===== src/hw/api_pkg.sv =====
package api_pkg;

	// framing bytes
	localparam logic [7:0] DELIM     = 8'h7E;
	localparam logic [7:0] ESC       = 8'h7D;
	localparam logic [7:0] ESC_XOR   = 8'h20;
	localparam logic [7:0] XON       = 8'h11;
	localparam logic [7:0] XOFF      = 8'h13;
	localparam logic [7:0] CSUM_BASE = 8'hFF;

	// request frame types
	localparam logic [7:0] REQ_AT_NOW   = 8'h08;
	localparam logic [7:0] REQ_AT_QUEUE = 8'h09;
	localparam logic [7:0] REQ_TX       = 8'h10;
	localparam logic [7:0] REQ_TX_EXPL  = 8'h11;
	localparam logic [7:0] REQ_RCMD     = 8'h17;

	// response frame types
	localparam logic [7:0] RSP_MIN     = 8'h80;
	localparam logic [7:0] RSP_AT      = 8'h88;
	localparam logic [7:0] RSP_MODEM   = 8'h8A;
	localparam logic [7:0] RSP_TX      = 8'h8B;
	localparam logic [7:0] RSP_RX      = 8'h90;
	localparam logic [7:0] RSP_RX_EXPL = 8'h91;
	localparam logic [7:0] RSP_RCMD    = 8'h97;

	// frame layout: outgoing byte index and incoming frame-data index
	localparam logic [3:0] OFS_LEN_HI = 4'h1;
	localparam logic [3:0] OFS_LEN_LO = 4'h2;
	localparam logic [3:0] HDR_BYTES  = 4'h3;
	localparam logic [2:0] IDX_TYPE   = 3'h0;
	localparam logic [2:0] IDX_ID     = 3'h1;
	localparam logic [2:0] IDX_NAME0  = 3'h2;
	localparam logic [2:0] IDX_NAME1  = 3'h3;
	localparam logic [2:0] IDX_VALUE  = 3'h4;

	// accepted value widths in bytes, and the saturating limit of the value byte count
	localparam logic [2:0] VAL_ONE  = 3'h1;
	localparam logic [2:0] VAL_TWO  = 3'h2;
	localparam logic [2:0] VAL_FOUR = 3'h4;
	localparam logic [2:0] VAL_SAT  = 3'h7;

	// response lengths
	localparam int         RESP_MAX   = 6;
	localparam logic [3:0] RLEN_SHORT = 4'h2;
	localparam logic [3:0] RLEN_STAT  = 4'h3;
	localparam logic [3:0] RLEN_AT    = 4'h5;
	localparam logic [3:0] RLEN_AT_Q  = 4'h6;

	// command status codes and the modem frame error status
	localparam logic [7:0] ST_OK           = 8'h00;
	localparam logic [7:0] ST_BAD_CMD      = 8'h02;
	localparam logic [7:0] ST_BAD_PARAM    = 8'h03;
	localparam logic [7:0] MODEM_FRAME_ERR = 8'h01;

	// parameter table
	localparam int         NUM_PRM   = 4;
	localparam logic [1:0] PRM_HOP   = 2'h0;
	localparam logic [1:0] PRM_RATE  = 2'h1;
	localparam logic [1:0] PRM_FMT   = 2'h2;
	localparam logic [1:0] PRM_PROTO = 2'h3;
	localparam logic [NUM_PRM-1:0][15:0] PRM_NAMES = {16'h4150, 16'h414F, 16'h4244, 16'h4E48};
	localparam logic [NUM_PRM-1:0][7:0]  PRM_RESET = {8'h01, 8'h00, 8'h03, 8'h07};
	localparam logic [15:0] NAME_APPLY    = 16'h4143;
	localparam logic [7:0]  PROTO_ESCAPED = 8'h02;

	typedef enum logic [2:0] {
		HUNT   = 3'b000,
		LEN_HI = 3'b001,
		LEN_LO = 3'b011,
		BODY   = 3'b010,
		CHECK  = 3'b110,
		EXEC   = 3'b111,
		EMIT   = 3'b101
	} state_type;

endpackage


===== src/hw/api_stream_if.sv =====
`timescale 1ns/10ps
interface api_stream_if #(
	parameter int WIDTH = 8
);
	logic             valid;
	logic             ready;
	logic [WIDTH-1:0] data;

	modport src (output valid, output data, input ready);
	modport snk (input valid, input data, output ready);
endinterface // api_stream_if


===== src/hw/api_byte_fifo.sv =====
`timescale 1ns/10ps
module api_byte_fifo #(
	parameter int WIDTH = 8,
	parameter int DEPTH = 32
) (
	// clock and reset
	input wire logic i_clk,
	input wire logic i_reset,
	// streams
	api_stream_if.snk in_s,
	api_stream_if.src out_s
);
	localparam int AW = $clog2(DEPTH);
	localparam int CW = AW + 1;

	logic [WIDTH-1:0] mem_reg [DEPTH];
	logic [WIDTH-1:0] mem_next [DEPTH];
	logic [AW-1:0]    wr_reg, wr_next, rd_reg, rd_next;
	logic [CW-1:0]    cnt_reg, cnt_next;
	logic             ov_reg, ov_next;
	logic [WIDTH-1:0] od_reg, od_next;
	logic             push, pop;

	// output stage is a register so the consumer sees flop outputs
	assign in_s.ready  = (cnt_reg < CW'(DEPTH));
	assign out_s.valid = ov_reg;
	assign out_s.data  = od_reg;

	always_comb begin
		mem_next = mem_reg;
		wr_next  = wr_reg;
		rd_next  = rd_reg;
		ov_next  = ov_reg;
		od_next  = od_reg;
		push     = in_s.valid && in_s.ready;
		pop      = (cnt_reg != '0) && (!ov_reg || out_s.ready);
		if (push) begin
			mem_next[wr_reg] = in_s.data;
			wr_next = (wr_reg == AW'(DEPTH - 1)) ? '0 : wr_reg + 1'b1;
		end
		if (pop) begin
			od_next = mem_reg[rd_reg];
			ov_next = 1'b1;
			rd_next = (rd_reg == AW'(DEPTH - 1)) ? '0 : rd_reg + 1'b1;
		end else if (out_s.ready) begin
			ov_next = 1'b0;
		end
		cnt_next = cnt_reg + CW'(push) - CW'(pop);
	end

	always_ff @(posedge i_clk) begin
		if (i_reset) begin
			wr_reg  <= '0;
			rd_reg  <= '0;
			cnt_reg <= '0;
			ov_reg  <= 1'b0;
			od_reg  <= '0;
		end else begin
			wr_reg  <= wr_next;
			rd_reg  <= rd_next;
			cnt_reg <= cnt_next;
			ov_reg  <= ov_next;
			od_reg  <= od_next;
		end
		mem_reg <= mem_next;
	end
endmodule // api_byte_fifo


===== src/hw/api_frame_command_handler.sv =====
`timescale 1ns/10ps
module api_frame_command_handler #(
	parameter int FIFO_DEPTH = 32
) (
	// clock and reset
	input  wire logic       I_SYS_CLK,
	input  wire logic       I_RESET,
	// host byte stream in
	input  wire logic       I_RX_VALID,
	input  wire logic [7:0] I_RX_DATA,
	output logic            O_RX_READY,
	// host byte stream out
	output logic            O_TX_VALID,
	output logic [7:0]      O_TX_DATA,
	input  wire logic       I_TX_READY,
	// radio transmit
	output logic            O_TX_REQ,
	input  wire logic       I_TX_DONE,
	input  wire logic [7:0] I_TX_STATUS,
	// remote command
	output logic            O_RCMD_REQ,
	input  wire logic       I_RCMD_DONE,
	input  wire logic       I_RCMD_RECEIVED,
	input  wire logic [7:0] I_RCMD_STATUS,
	// radio receive
	input  wire logic       I_RF_RX_VALID,
	input  wire logic [7:0] I_RF_RX_DATA,
	// active settings
	output logic [7:0]      O_HOP_LIMIT,
	output logic [7:0]      O_SERIAL_RATE,
	output logic [7:0]      O_RX_REPORT_FORMAT,
	output logic [7:0]      O_HOST_PROTOCOL
);
	api_pkg::state_type state_reg, state_next;
	logic [15:0] cnt_reg, cnt_next;
	logic [2:0]  pos_reg, pos_next, vcnt_reg, vcnt_next;
	logic [7:0]  len_hi_reg, len_hi_next, sum_reg, sum_next;
	logic        esc_reg, esc_next, vhi_reg, vhi_next;
	logic [7:0]  type_reg, type_next, id_reg, id_next, val_reg, val_next;
	logic [7:0]  name0_reg, name0_next, name1_reg, name1_next;
	logic [7:0]  tx_id_reg, tx_id_next, rcmd_id_reg, rcmd_id_next;
	logic        tx_req_reg, tx_req_next, rcmd_req_reg, rcmd_req_next;
	logic        rx_ready_reg, rx_ready_next, stuff_reg, stuff_next;
	logic [api_pkg::RESP_MAX-1:0][7:0] rbuf_reg, rbuf_next;
	logic [3:0]  rlen_reg, rlen_next, eidx_reg, eidx_next, bidx;
	logic [7:0]  osum_reg, osum_next;
	logic [api_pkg::NUM_PRM-1:0][7:0] act_reg, act_next, pend_reg, pend_next;
	logic [api_pkg::NUM_PRM-1:0] pflag_reg, pflag_next, hit_vec;
	logic        ev_err_reg, ev_err_next, ev_tx_reg, ev_tx_next;
	logic        ev_rcmd_reg, ev_rcmd_next, ev_rx_reg, ev_rx_next;
	logic [7:0]  tx_stat_reg, tx_stat_next, rcmd_stat_reg, rcmd_stat_next;
	logic [7:0]  rx_byte_reg, rx_byte_next;
	logic        rx_take, escaped, d_ok, err_set, emit_go, is_at, is_apply, val_ok;
	logic        clr_err, clr_tx, clr_rcmd, clr_rx, sel_tx, sel_rx, need_esc;
	logic [1:0]  hidx;
	logic [7:0]  d, raw, obyte;

	api_stream_if #(.WIDTH(8)) push_s ();
	api_stream_if #(.WIDTH(8)) pop_s ();

	api_byte_fifo #(.WIDTH(8), .DEPTH(FIFO_DEPTH)) u_out_fifo (
		.i_clk   (I_SYS_CLK),
		.i_reset (I_RESET),
		.in_s    (push_s),
		.out_s   (pop_s)
	);

	assign push_s.valid = (state_reg == api_pkg::EMIT);
	assign push_s.data  = obyte;
	assign pop_s.ready  = I_TX_READY;
	assign O_TX_VALID   = pop_s.valid;
	assign O_TX_DATA    = pop_s.data;
	assign O_RX_READY   = rx_ready_reg;
	assign O_TX_REQ     = tx_req_reg;
	assign O_RCMD_REQ   = rcmd_req_reg;
	// settings leave from the active copy only, pending values stay hidden
	assign O_HOP_LIMIT        = act_reg[api_pkg::PRM_HOP];
	assign O_SERIAL_RATE      = act_reg[api_pkg::PRM_RATE];
	assign O_RX_REPORT_FORMAT = act_reg[api_pkg::PRM_FMT];
	assign O_HOST_PROTOCOL    = act_reg[api_pkg::PRM_PROTO];

	assign rx_take  = I_RX_VALID && rx_ready_reg;
	assign escaped  = (act_reg[api_pkg::PRM_PROTO] == api_pkg::PROTO_ESCAPED);
	assign is_at    = (type_reg == api_pkg::REQ_AT_NOW) || (type_reg == api_pkg::REQ_AT_QUEUE);
	assign is_apply = ({name0_reg, name1_reg} == api_pkg::NAME_APPLY);
	// zero padding above the last byte is allowed, so 1, 2 and 4 bytes decode alike
	assign val_ok   = !vhi_reg && ((vcnt_reg == api_pkg::VAL_ONE) ||
		(vcnt_reg == api_pkg::VAL_TWO) || (vcnt_reg == api_pkg::VAL_FOUR));

	// parameter name match, one comparator per table entry
	for (genvar g = 0; g < api_pkg::NUM_PRM; g++) begin : g_match
		assign hit_vec[g] = ({name0_reg, name1_reg} == api_pkg::PRM_NAMES[g]);
	end

	always_comb begin
		hidx = '0;
		for (int i = 0; i < api_pkg::NUM_PRM; i++) begin
			if (hit_vec[i]) begin
				hidx = i[1:0];
			end
		end
	end

	// outgoing byte, escaped when the host protocol asks for it
	always_comb begin
		bidx = eidx_reg - api_pkg::HDR_BYTES;
		if (eidx_reg == '0) begin
			raw = api_pkg::DELIM;
		end else if (eidx_reg == api_pkg::OFS_LEN_HI) begin
			raw = '0;
		end else if (eidx_reg == api_pkg::OFS_LEN_LO) begin
			raw = {4'h0, rlen_reg};
		end else if (eidx_reg == rlen_reg + api_pkg::HDR_BYTES) begin
			raw = api_pkg::CSUM_BASE - osum_reg;
		end else begin
			raw = rbuf_reg[bidx[2:0]];
		end
		need_esc = escaped && (eidx_reg != '0) && ((raw == api_pkg::DELIM) ||
			(raw == api_pkg::ESC) || (raw == api_pkg::XON) || (raw == api_pkg::XOFF));
		obyte = stuff_reg ? (raw ^ api_pkg::ESC_XOR) : (need_esc ? api_pkg::ESC : raw);
	end

	always_comb begin
		state_next = state_reg;    cnt_next = cnt_reg;       pos_next = pos_reg;
		vcnt_next = vcnt_reg;      len_hi_next = len_hi_reg; sum_next = sum_reg;
		esc_next = esc_reg;        vhi_next = vhi_reg;       type_next = type_reg;
		id_next = id_reg;          val_next = val_reg;       name0_next = name0_reg;
		name1_next = name1_reg;    tx_id_next = tx_id_reg;   rcmd_id_next = rcmd_id_reg;
		stuff_next = stuff_reg;    rbuf_next = rbuf_reg;     rlen_next = rlen_reg;
		eidx_next = eidx_reg;      osum_next = osum_reg;     act_next = act_reg;
		pend_next = pend_reg;      pflag_next = pflag_reg;
		tx_req_next = 1'b0;        rcmd_req_next = 1'b0;     err_set = 1'b0;
		clr_err = 1'b0;            clr_tx = 1'b0;            clr_rcmd = 1'b0;
		clr_rx = 1'b0;             sel_tx = 1'b0;            sel_rx = 1'b0;
		emit_go = 1'b0;            d_ok = 1'b0;              d = I_RX_DATA;
		if (rx_take && state_reg != api_pkg::HUNT) begin
			if (escaped && I_RX_DATA == api_pkg::DELIM) begin
				state_next = api_pkg::LEN_HI;
				esc_next = 1'b0;
			end else if (escaped && I_RX_DATA == api_pkg::ESC && !esc_reg) begin
				esc_next = 1'b1;
			end else begin
				d_ok = 1'b1;
				esc_next = 1'b0;
				d = esc_reg ? (I_RX_DATA ^ api_pkg::ESC_XOR) : I_RX_DATA;
			end
		end
		case (state_reg)
			api_pkg::HUNT: begin
				if (rx_take && I_RX_DATA == api_pkg::DELIM) begin
					state_next = api_pkg::LEN_HI;
					esc_next = 1'b0;
				end else if (ev_err_reg) begin
					clr_err = 1'b1;
					rbuf_next[0] = api_pkg::RSP_MODEM;
					rbuf_next[1] = api_pkg::MODEM_FRAME_ERR;
					rlen_next = api_pkg::RLEN_SHORT;
					emit_go = 1'b1;
				end else if (ev_tx_reg) begin
					clr_tx = 1'b1;
					sel_tx = 1'b1;
					rbuf_next[0] = api_pkg::RSP_TX;
					rbuf_next[1] = tx_id_reg;
					rbuf_next[2] = tx_stat_reg;
					rlen_next = api_pkg::RLEN_STAT;
					emit_go = 1'b1;
				end else if (ev_rcmd_reg) begin
					clr_rcmd = 1'b1;
					rbuf_next[0] = api_pkg::RSP_RCMD;
					rbuf_next[1] = rcmd_id_reg;
					rbuf_next[2] = rcmd_stat_reg;
					rlen_next = api_pkg::RLEN_STAT;
					emit_go = 1'b1;
				end else if (ev_rx_reg) begin
					clr_rx = 1'b1;
					sel_rx = 1'b1;
					rbuf_next[0] = (act_reg[api_pkg::PRM_FMT] != '0) ?
						api_pkg::RSP_RX_EXPL : api_pkg::RSP_RX;
					rbuf_next[1] = rx_byte_reg;
					rlen_next = api_pkg::RLEN_SHORT;
					emit_go = 1'b1;
				end
			end
			api_pkg::LEN_HI: begin
				if (d_ok) begin
					len_hi_next = d;
					state_next = api_pkg::LEN_LO;
				end
			end
			api_pkg::LEN_LO: begin
				if (d_ok) begin
					cnt_next = {len_hi_reg, d};
					sum_next = '0;
					val_next = '0; // stale value would flag padding as nonzero
					pos_next = '0;
					vcnt_next = '0;
					vhi_next = 1'b0;
					state_next = ({len_hi_reg, d} == '0) ? api_pkg::HUNT : api_pkg::BODY;
					err_set = ({len_hi_reg, d} == '0);
				end
			end
			api_pkg::BODY: begin
				if (d_ok) begin
					sum_next = sum_reg + d;
					cnt_next = cnt_reg - 1'b1;
					if (cnt_reg == 16'h0001) begin
						state_next = api_pkg::CHECK;
					end
					if (pos_reg == api_pkg::IDX_VALUE) begin
						vhi_next = vhi_reg | (val_reg != '0);
						val_next = d;
						vcnt_next = (vcnt_reg == api_pkg::VAL_SAT) ? vcnt_reg : vcnt_reg + 1'b1;
					end else begin
						pos_next = pos_reg + 1'b1;
					end
					if (pos_reg == api_pkg::IDX_TYPE) type_next = d;
					if (pos_reg == api_pkg::IDX_ID) id_next = d;
					if (pos_reg == api_pkg::IDX_NAME0) name0_next = d;
					if (pos_reg == api_pkg::IDX_NAME1) name1_next = d;
				end
			end
			api_pkg::CHECK: begin
				if (d_ok) begin
					if (8'(sum_reg + d) == api_pkg::CSUM_BASE) begin
						state_next = api_pkg::EXEC;
					end else begin
						state_next = api_pkg::HUNT;
						err_set = 1'b1;
					end
				end
			end
			api_pkg::EXEC: begin
				state_next = api_pkg::HUNT;
				if (is_at) begin
					rbuf_next[0] = api_pkg::RSP_AT;
					rbuf_next[1] = id_reg;
					rbuf_next[2] = name0_reg;
					rbuf_next[3] = name1_reg;
					rbuf_next[4] = api_pkg::ST_OK;
					rbuf_next[5] = '0;
					rlen_next = api_pkg::RLEN_AT;
					if (is_apply) begin
						rbuf_next[4] = api_pkg::ST_OK;
					end else if (!(|hit_vec)) begin
						rbuf_next[4] = api_pkg::ST_BAD_CMD;
					end else if (vcnt_reg == '0) begin
						rbuf_next[5] = act_reg[hidx];
						rlen_next = api_pkg::RLEN_AT_Q;
					end else if (val_ok) begin
						pend_next[hidx] = val_reg;
						pflag_next[hidx] = 1'b1;
					end else begin
						rbuf_next[4] = api_pkg::ST_BAD_PARAM;
					end
					if (type_reg == api_pkg::REQ_AT_NOW || is_apply) begin
						for (int i = 0; i < api_pkg::NUM_PRM; i++) begin
							if (pflag_next[i]) act_next[i] = pend_next[i];
						end
						pflag_next = '0;
					end
					emit_go = (id_reg != '0);
				end else if (type_reg == api_pkg::REQ_TX || type_reg == api_pkg::REQ_TX_EXPL) begin
					tx_req_next = 1'b1;
					tx_id_next = id_reg;
				end else if (type_reg == api_pkg::REQ_RCMD) begin
					rcmd_req_next = 1'b1;
					rcmd_id_next = id_reg;
				end
				// any other type, including response codes, is dropped
			end
			api_pkg::EMIT: begin
				if (push_s.ready) begin
					if (need_esc && !stuff_reg) begin
						stuff_next = 1'b1;
					end else begin
						stuff_next = 1'b0;
						osum_next = (eidx_reg >= api_pkg::HDR_BYTES) ? osum_reg + raw : osum_reg;
						if (eidx_reg == rlen_reg + api_pkg::HDR_BYTES) begin
							state_next = api_pkg::HUNT;
						end else begin
							eidx_next = eidx_reg + 1'b1;
						end
					end
				end
			end
			default: begin
				state_next = api_pkg::HUNT;
			end
		endcase
		if (emit_go) begin
			state_next = api_pkg::EMIT;
			eidx_next = '0;
			osum_next = '0;
			stuff_next = 1'b0;
		end
		rx_ready_next = (state_next != api_pkg::EXEC) && (state_next != api_pkg::EMIT);
	end

	// a second event of one kind before service overwrites the held data
	always_comb begin
		ev_err_next  = err_set | (ev_err_reg & ~clr_err);
		ev_tx_next   = (I_TX_DONE && tx_id_reg != '0) | (ev_tx_reg & ~clr_tx);
		ev_rcmd_next = (I_RCMD_DONE && I_RCMD_RECEIVED && rcmd_id_reg != '0) |
			(ev_rcmd_reg & ~clr_rcmd);
		ev_rx_next     = I_RF_RX_VALID | (ev_rx_reg & ~clr_rx);
		tx_stat_next   = I_TX_DONE ? I_TX_STATUS : tx_stat_reg;
		rcmd_stat_next = I_RCMD_DONE ? I_RCMD_STATUS : rcmd_stat_reg;
		rx_byte_next   = I_RF_RX_VALID ? I_RF_RX_DATA : rx_byte_reg;
	end

	always_ff @(posedge I_SYS_CLK) begin
		if (I_RESET) begin
			state_reg <= api_pkg::HUNT; cnt_reg <= '0;     pos_reg <= '0;
			vcnt_reg <= '0;            len_hi_reg <= '0;  sum_reg <= '0;
			esc_reg <= 1'b0;           vhi_reg <= 1'b0;   type_reg <= '0;
			id_reg <= '0;              val_reg <= '0;     name0_reg <= '0;
			name1_reg <= '0;           tx_id_reg <= '0;   rcmd_id_reg <= '0;
			tx_req_reg <= 1'b0;        rcmd_req_reg <= 1'b0;
			rx_ready_reg <= 1'b0;      stuff_reg <= 1'b0; rbuf_reg <= '0;
			rlen_reg <= '0;            eidx_reg <= '0;    osum_reg <= '0;
			act_reg <= api_pkg::PRM_RESET;
			pend_reg <= api_pkg::PRM_RESET;
			pflag_reg <= '0;
			ev_err_reg <= 1'b0;        ev_tx_reg <= 1'b0; ev_rcmd_reg <= 1'b0;
			ev_rx_reg <= 1'b0;         tx_stat_reg <= '0; rcmd_stat_reg <= '0;
			rx_byte_reg <= '0;
		end else begin
			state_reg <= state_next;   cnt_reg <= cnt_next;       pos_reg <= pos_next;
			vcnt_reg <= vcnt_next;     len_hi_reg <= len_hi_next; sum_reg <= sum_next;
			esc_reg <= esc_next;       vhi_reg <= vhi_next;       type_reg <= type_next;
			id_reg <= id_next;         val_reg <= val_next;       name0_reg <= name0_next;
			name1_reg <= name1_next;   tx_id_reg <= tx_id_next;   rcmd_id_reg <= rcmd_id_next;
			tx_req_reg <= tx_req_next; rcmd_req_reg <= rcmd_req_next;
			rx_ready_reg <= rx_ready_next; stuff_reg <= stuff_next; rbuf_reg <= rbuf_next;
			rlen_reg <= rlen_next;     eidx_reg <= eidx_next;     osum_reg <= osum_next;
			act_reg <= act_next;       pend_reg <= pend_next;     pflag_reg <= pflag_next;
			ev_err_reg <= ev_err_next; ev_tx_reg <= ev_tx_next;   ev_rcmd_reg <= ev_rcmd_next;
			ev_rx_reg <= ev_rx_next;   tx_stat_reg <= tx_stat_next;
			rcmd_stat_reg <= rcmd_stat_next;
			rx_byte_reg <= rx_byte_next;
		end
	end
endmodule // api_frame_command_handler


===== config.mk =====
export PLATFORM = sky130hd
export DESIGN_NAME = api_frame_command_handler
export DESIGN_NICKNAME = d
export VERILOG_FILES = /design/src/hw/api_pkg.sv /design/src/hw/api_stream_if.sv /design/src/hw/api_byte_fifo.sv /design/src/hw/api_frame_command_handler.sv
export SDC_FILE = /design/constraint.sdc
export NUM_CORES = 1
export LEC_CHECK = 0
export ABC_AREA = 1
export BUFFER_PORTS_ARGS = -buffer_cell sky130_fd_sc_hd__buf_2
export CORE_UTILIZATION = 50
export CTS_CLUSTER_DIAMETER = 60
export CTS_CLUSTER_SIZE = 8
export DETAILED_ROUTE_END_ITERATION = 16
export HOLD_SLACK_MARGIN = 0.1
export PLACE_DENSITY = 0.69
export SLEW_MARGIN = 15
export SYNTH_ARGS = -nofsm -noshare
export SYNTH_HDL_FRONTEND = slang
export SYNTH_SLANG_ARGS = --single-unit

===== constraint.sdc =====
create_clock -name I_SYS_CLK -period 3.39 [get_ports I_SYS_CLK]
set_input_delay 0 -clock I_SYS_CLK [delete_from_list [all_inputs] [get_ports I_SYS_CLK]]
set_output_delay 0 -clock I_SYS_CLK [all_outputs]
set_load 0.02 [all_outputs]

# After elaboration in Yosys (flattened, before gate mapping)
# Cells that the tools add are included.
# word_totals
reg_bits,538
inputBits,40
out_inout_bits,44
elab_cells,392
# op_classes
add_sub_neg,13
order_cmp,8
n_eq_ne,50
muxes,145
bitwise,23
n_reduce_logical,72
# ops
cell,n
$bwmux 256,1
$mux 8,21
$mux 32,4
$eq 16x15->1 const B,5
$mux 16,5
$mux 24,3
$mux 3,19
$mux 4,13
$pmux 24 s2,1
$mux 1,45
$bmux 8 s5,1
$demux 8 s5,1
$eq 8x5->1 const B,5
$reduce_and 4->1,10
$reduce_bool 8->1,5
$bwmux 32,1
$eq 8x7->1 const B,4
$pmux 16 s2,1
$pmux 8 s2,2
$bmux 8 s3,1
$mux 6,4
$mux 2,10
$eq 3x3->1 const B,6
$logic_and 1x1->1,18
58 further kinds,125

# Longest topological paths before layout
# logic_depth
word_depth,19
depth_mapped,24
ltp_nobuf,23

# Hierarchy
# A second synthesis with hierarchy kept.
# unflattened
cells_unflattened,2975
area_unflattened_um2,24857.6
# modules_own_cells
mod,instances,cells_per_inst,area_each_um2,seq_area_each_um2
api_frame_command_handler,1,1811,12847.3,5084.9
api_byte_fifo,1,1164,12010.3,8187.9

# Worst setup path after synthesis
# Ideal clock, no wire load.
# synth_timing
kind,register -> register
from,register eidx_reg[0]
to,register u_out_fifo.mem_reg[0] (netlist name) (data pin)
setup_time_ns,0.454
arrival_time_ns,2.937
t_required_ns,2.936
path_slack_ns,-0.001
path_stages_with_launch,11
path_buffers,2
synth_period_minus_slack_ns,3.391
path_cell_list,dfxtp_1 > inv_1 > buf_2 > ha_1 > clkbuf_1 > o211ai_1 > nand3_1 > nand2_1 > nor2_1 > nor2_1 > o21ai_0
# synth_via
elab_chain_len,15
word_cells_on_any_way,24
cone_classes,add/sub (1); eq/ne (7); mux (9); reduce/logical (7)
# synth_lines
item,line,source
from (decl),api_frame_command_handler.sv:45,"logic [3:0] rlen_reg, rlen_next, eidx_reg, eidx_next, bidx;"
from (signal assigned),api_frame_command_handler.sv:335,rlen_reg <= rlen_next; eidx_reg <= eidx_next; osum_reg <= osum_next;
$sub 3x2->3 *,api_frame_command_handler.sv:106,bidx = eidx_reg - api_pkg::HDR_BYTES;
named net bidx[0],api_frame_command_handler.sv:45,
$bmux 8 s3 *,api_frame_command_handler.sv:116,raw = rbuf_reg[bidx[2:0]];
$mux 8 (implied by the code) *,api_frame_command_handler.sv:116,
$mux 8 *,api_frame_command_handler.sv:113,end else if (eidx_reg == rlen_reg + api_pkg::HDR_BYTES) begin
$mux 8 *,api_frame_command_handler.sv:111,end else if (eidx_reg == api_pkg::OFS_LEN_LO) begin
$mux 8 *,api_frame_command_handler.sv:109,end else if (eidx_reg == api_pkg::OFS_LEN_HI) begin
$mux 8 *,api_frame_command_handler.sv:107,if (eidx_reg == '0) begin
"$eq 8x7->1, on equally long branches","api_frame_command_handler.sv:118, api_frame_command_handler.sv:119",
$logic_or 1x1->1,api_frame_command_handler.sv:118,need_esc = escaped && (eidx_reg != '0) && ((raw == api_pkg::DELIM) ||
$logic_or 1x1->1 (2 in a row),api_frame_command_handler.sv:119,(raw == api_pkg::ESC) || (raw == api_pkg::XON) || (raw == api_pkg::XOFF));
$logic_and 1x1->1,api_frame_command_handler.sv:118,
$mux 8,api_frame_command_handler.sv:120,obyte = stuff_reg ? (raw ^ api_pkg::ESC_XOR) : (need_esc ? api_pkg::ESC : raw);
$mux 8 *,api_frame_command_handler.sv:120,
named net obyte[0],api_frame_command_handler.sv:56,"logic [7:0] d, raw, obyte;"
$bwmux 256 *,api_byte_fifo.sv:38,mem_next[wr_reg] = in_s.data;
to (signal assigned),api_byte_fifo.sv:65,mem_reg <= mem_next;
to (decl),api_byte_fifo.sv:16,logic [WIDTH-1:0] mem_reg [DEPTH];
# The timed path passes the listed nets; every way through them passes the cells marked *. The select of a mux whose other input is x is not followed.
# A chain may end at the register's enable or synchronous reset.

# Final worst setup path
# layout_timing
from,register eidx_reg[0]
to,register osum_reg[7]
# layout_via
elab_chain_len,15
word_cells_on_any_way,26
cone_classes,add/sub (2); order compare (1); eq/ne (7); mux (6); bitwise (1); reduce/logical (9)
# layout_lines
item,line,source
$sub 3x2->3,api_frame_command_handler.sv:106,
$bmux 8 s3,api_frame_command_handler.sv:116,
$mux 8 (implied by the code),api_frame_command_handler.sv:116,
$mux 8,api_frame_command_handler.sv:113,
$mux 8,api_frame_command_handler.sv:111,
$mux 8,api_frame_command_handler.sv:109,
$mux 8,api_frame_command_handler.sv:107,
"$eq 8x7->1, on equally long branches","api_frame_command_handler.sv:118, api_frame_command_handler.sv:119",
$logic_or 1x1->1,api_frame_command_handler.sv:118,
$logic_or 1x1->1 (2 in a row),api_frame_command_handler.sv:119,
$logic_and 1x1->1,api_frame_command_handler.sv:118,
$logic_and 1x1->1,api_frame_command_handler.sv:273,if (need_esc && !stuff_reg) begin
$not 1->1 (no source line),--,
$reduce_and 4->1 (no source line),--,
to (signal assigned),api_frame_command_handler.sv:335,
to (decl),api_frame_command_handler.sv:46,"logic [7:0] osum_reg, osum_next;"
# Parallel ways exist; a longest one is shown, timed or not. The select of a mux whose other input is x is not followed.

==> impl_metrics.env <==
export IMPL_rsz0062_at_grt="true"
export IMPL_fin_hold_ws_ns=0.149
export IMPL_fin_setup_tns_ns=0
export IMPL_drv_cap=0
export IMPL_syn_area_per_cell_um2=8.78
export IMPL_setup_ws_ns=0.185
export IMPL_numClockSinks=535
export IMPL_pre_cts_ws_ns=-0.0865
export IMPL_relSlewSlack_pct=25.1
export IMPL_hp_class="in -> reg"
export IMPL_cts_made_buffers=77
export IMPL_synthCells=2756
export IMPL_cts_root_buf="clkbuf_16"
export IMPL_yosys_warnings=0
export IMPL_cts_path_max_buffers=3
export IMPL_num_antenna_cells=0
export IMPL_slew_violations=0
export IMPL_start_util_pct=50.7
export IMPL_wl_per_cell_um=18.7
export IMPL_period_share_pct=94.5
export IMPL_critPathSlowestCell="dfxtp_4"
export IMPL_met2_usage_pct=46.6
export IMPL_die_w_um=222
export IMPL_io_pins=84
export IMPL_htree_levels=3
export IMPL_first_global_vias=20100
export IMPL_synth_main_ff_cell="dfxtp_1"
export IMPL_cts_tree="done"
export IMPL_vdd_ir_drop_worst_mv=0.437
export IMPL_nNetsFinal=3067
export IMPL_crit_type="reg -> reg"
export IMPL_p_leak_uw=0.0112
export IMPL_synth_seq_cells=535
export IMPL_ys_async_sr_fraction_pct=0
export IMPL_period_minus_slack_ns=3.21
export IMPL_skew_ns=0.0157
export IMPL_core_area_um2=47700
export IMPL_post_dp_hpwl_um=44400
export IMPL_cp_startpoint="eidx_reg[0]"
export IMPL_hold_viol=0
export IMPL_clk_latency_ns=0.60
export IMPL_cts_clk_slew_worst_paths_ns=0.05
export IMPL_drtIter0Drc=1625
export IMPL_path_max_fanout=20
export IMPL_cpPeakStageDelay_ns=0.36
export IMPL_cp_common_cell="inv_1"
export IMPL_routed_wl_um=68000
export IMPL_place_congestion=0.967
export IMPL_num_vias=20500
export IMPL_grt_antenna_before_repair=0
export IMPL_rows=80
export IMPL_crit_chain="inv_1 > buf_6 > ha_1 > nand2_1 > o21ai_0 > inv_1 > nand2_2 > inv_1 > nor2_2 > inv_1 > ha_4 > a21oi_1 > nand2_1 > a21o_1 > a21oi_2 > o21ai_0 > a21oi_1 > xor2_1 > nand4_1 > a21oi_1"
export IMPL_portBuffers=83
export IMPL_grt_util_met3_pct=5.74
export IMPL_p_per_area_nw_per_um2=650
export IMPL_via_per_inst=5.64
export IMPL_nFillCells=3954
export IMPL_worst_slew_pin_slew_ns=1.12
export IMPL_die_area_um2=49300
export IMPL_gr_max_usage_layer="met2"
export IMPL_drive_gt1_share_pct=11.4
export IMPL_fp_dieH_um=222
export IMPL_r2r_start="eidx_reg[0]"
export IMPL_outcome="completed"
export IMPL_drt_first_pass_iters=5
export IMPL_worstSetupStartpointType="register"
export IMPL_area_growth_pct=19.3
export IMPL_largest_reg_flops=256
export IMPL_track_usage_pct=27.4
export IMPL_max_freq_mhz=312
export IMPL_required_ns=3.92
export IMPL_overflow=0
export IMPL_critPathTopFamily="compound AO/OA/AOI/OAI gates"
export IMPL_crit_path_end_kind="register"
export IMPL_final_common_cell="nor2_1"
export IMPL_drcViolationCount=0
export IMPL_ant_nets=0
export IMPL_critPathArrivalTime_ns=3.73
export IMPL_final_cell_mix="nor2_1 (386), o21ai_0 (370), nand2_1 (332)"
export IMPL_grt_max_degree=113
export IMPL_grt_pass1_wl_um=107000
export IMPL_synth_edf_count=256
export IMPL_synth_distinct_cells=52
export IMPL_critPathBufInv=5
export IMPL_worstHoldStart="I_RX_DATA[5]"
export IMPL_synth_cell_area_um2=24200
export IMPL_ys_seq_area_share_pct=54.8
export IMPL_use_met1_pct=33.5
export IMPL_finalSetupViolCount=0
export IMPL_syn_nets=2845
worst paths after layout:
check / endpoint / depth (start not counted) / slack (ns)
hold / removal: name1_reg[5] / 6 / 0.15
setup reg to reg: osum_reg[7] / 20 / 0.18
hold reg to reg: rbuf_reg[21] / 2 / 0.46
setup / recovery: osum_reg[7] / 20 / 0.18
cell families after synthesis:
| logic type | Yosys count | synth area share (%) |
|---|---|---|
| fa+ha+maj | 49 | 2.63 |
| simple gates | 921 | 16.1 |
| mux | 14 | 0.579 |
| flops | 535 | 54.8 |
| buf+inv | 432 | 6.94 |
| xor+xnor | 27 | 0.977 |
| compound gates | 778 | 17.9 |
layout make-up:
class,instances,area (um2),area share [%]
Multi-Input combinational cell,1789,9380,32.5
Clock buffer,113,2080,7.21
Inverter,297,1120,3.88
Timing Repair Buffer,278,2190,7.57
Tap cell,615,769,2.66
Sequential cell,535,13300,46.0
Clock inverter,6,66.3,0.230
routing by layer:
| metal | share of wire [%] | vias to the layer above |
|---|---|---|
| met3 | 6.5 | 169 |
| met4 | 4.0 | 0 |
| met2 | 49 | 669 |
| li1 | - | 9892 |
| met5 | 0 | - |
| met1 | 41 | 9769 |
tightest hold or removal path: cells and delay by family:
family,cells,cell delay [ns]
buffers and inverters,2,0.31
and+or+nand+nor,2,0.21
AOI/OAI and AO/OA,2,0.19
repair_timing:
item                                    in CTS  in global routing
gates resized for setup                      3                 21
hold endpoints to repair                   119                  0
hold buffers                                90                  0
endpoints found under the setup margin       1                  5
pin swaps                                    0                  7
setup buffers                                0                  4
power breakdown:
part / internal [uW] / leakage, uW / switching [uW]
Sequential: 7250 / 0.00453 / 240
Combinational: 1460 / 0.00568 / 2920
Clock: 4210 / 0.00103 / 2710
through the flow:
step           cells  utilization, %  total power [uW]  area (um2)
4_1_cts         3629            60.2             18800       28700
2_1_floorplan   2756               -             10300       24200
6_report        3633            60.5             18800       28900
3_5_place_dp    3420            53.8             11800       25700
3_3_place_gp    3420            53.8             11600       25700
5_1_grt         3633            60.5             19700       28900
synthesized netlist by cell type (32+ instances only):
master,count,area share (%)
nand3_1,92,1.9
o22ai_1,51,1.3
nor2_1,388,6.0
inv_1,282,4.4
a21oi_1,221,4.6
edfxtp_1,256,32
a211oi_1,32,0.99
clkbuf_1,101,1.6
dfxtp_1,279,23
ha_1,46,2.4
nand4_1,32,0.83
o211ai_1,33,1.0
o21ai_0,372,7.7
nand2_1,334,5.2
No activity file was read; power rests on OpenSTA's default activity.
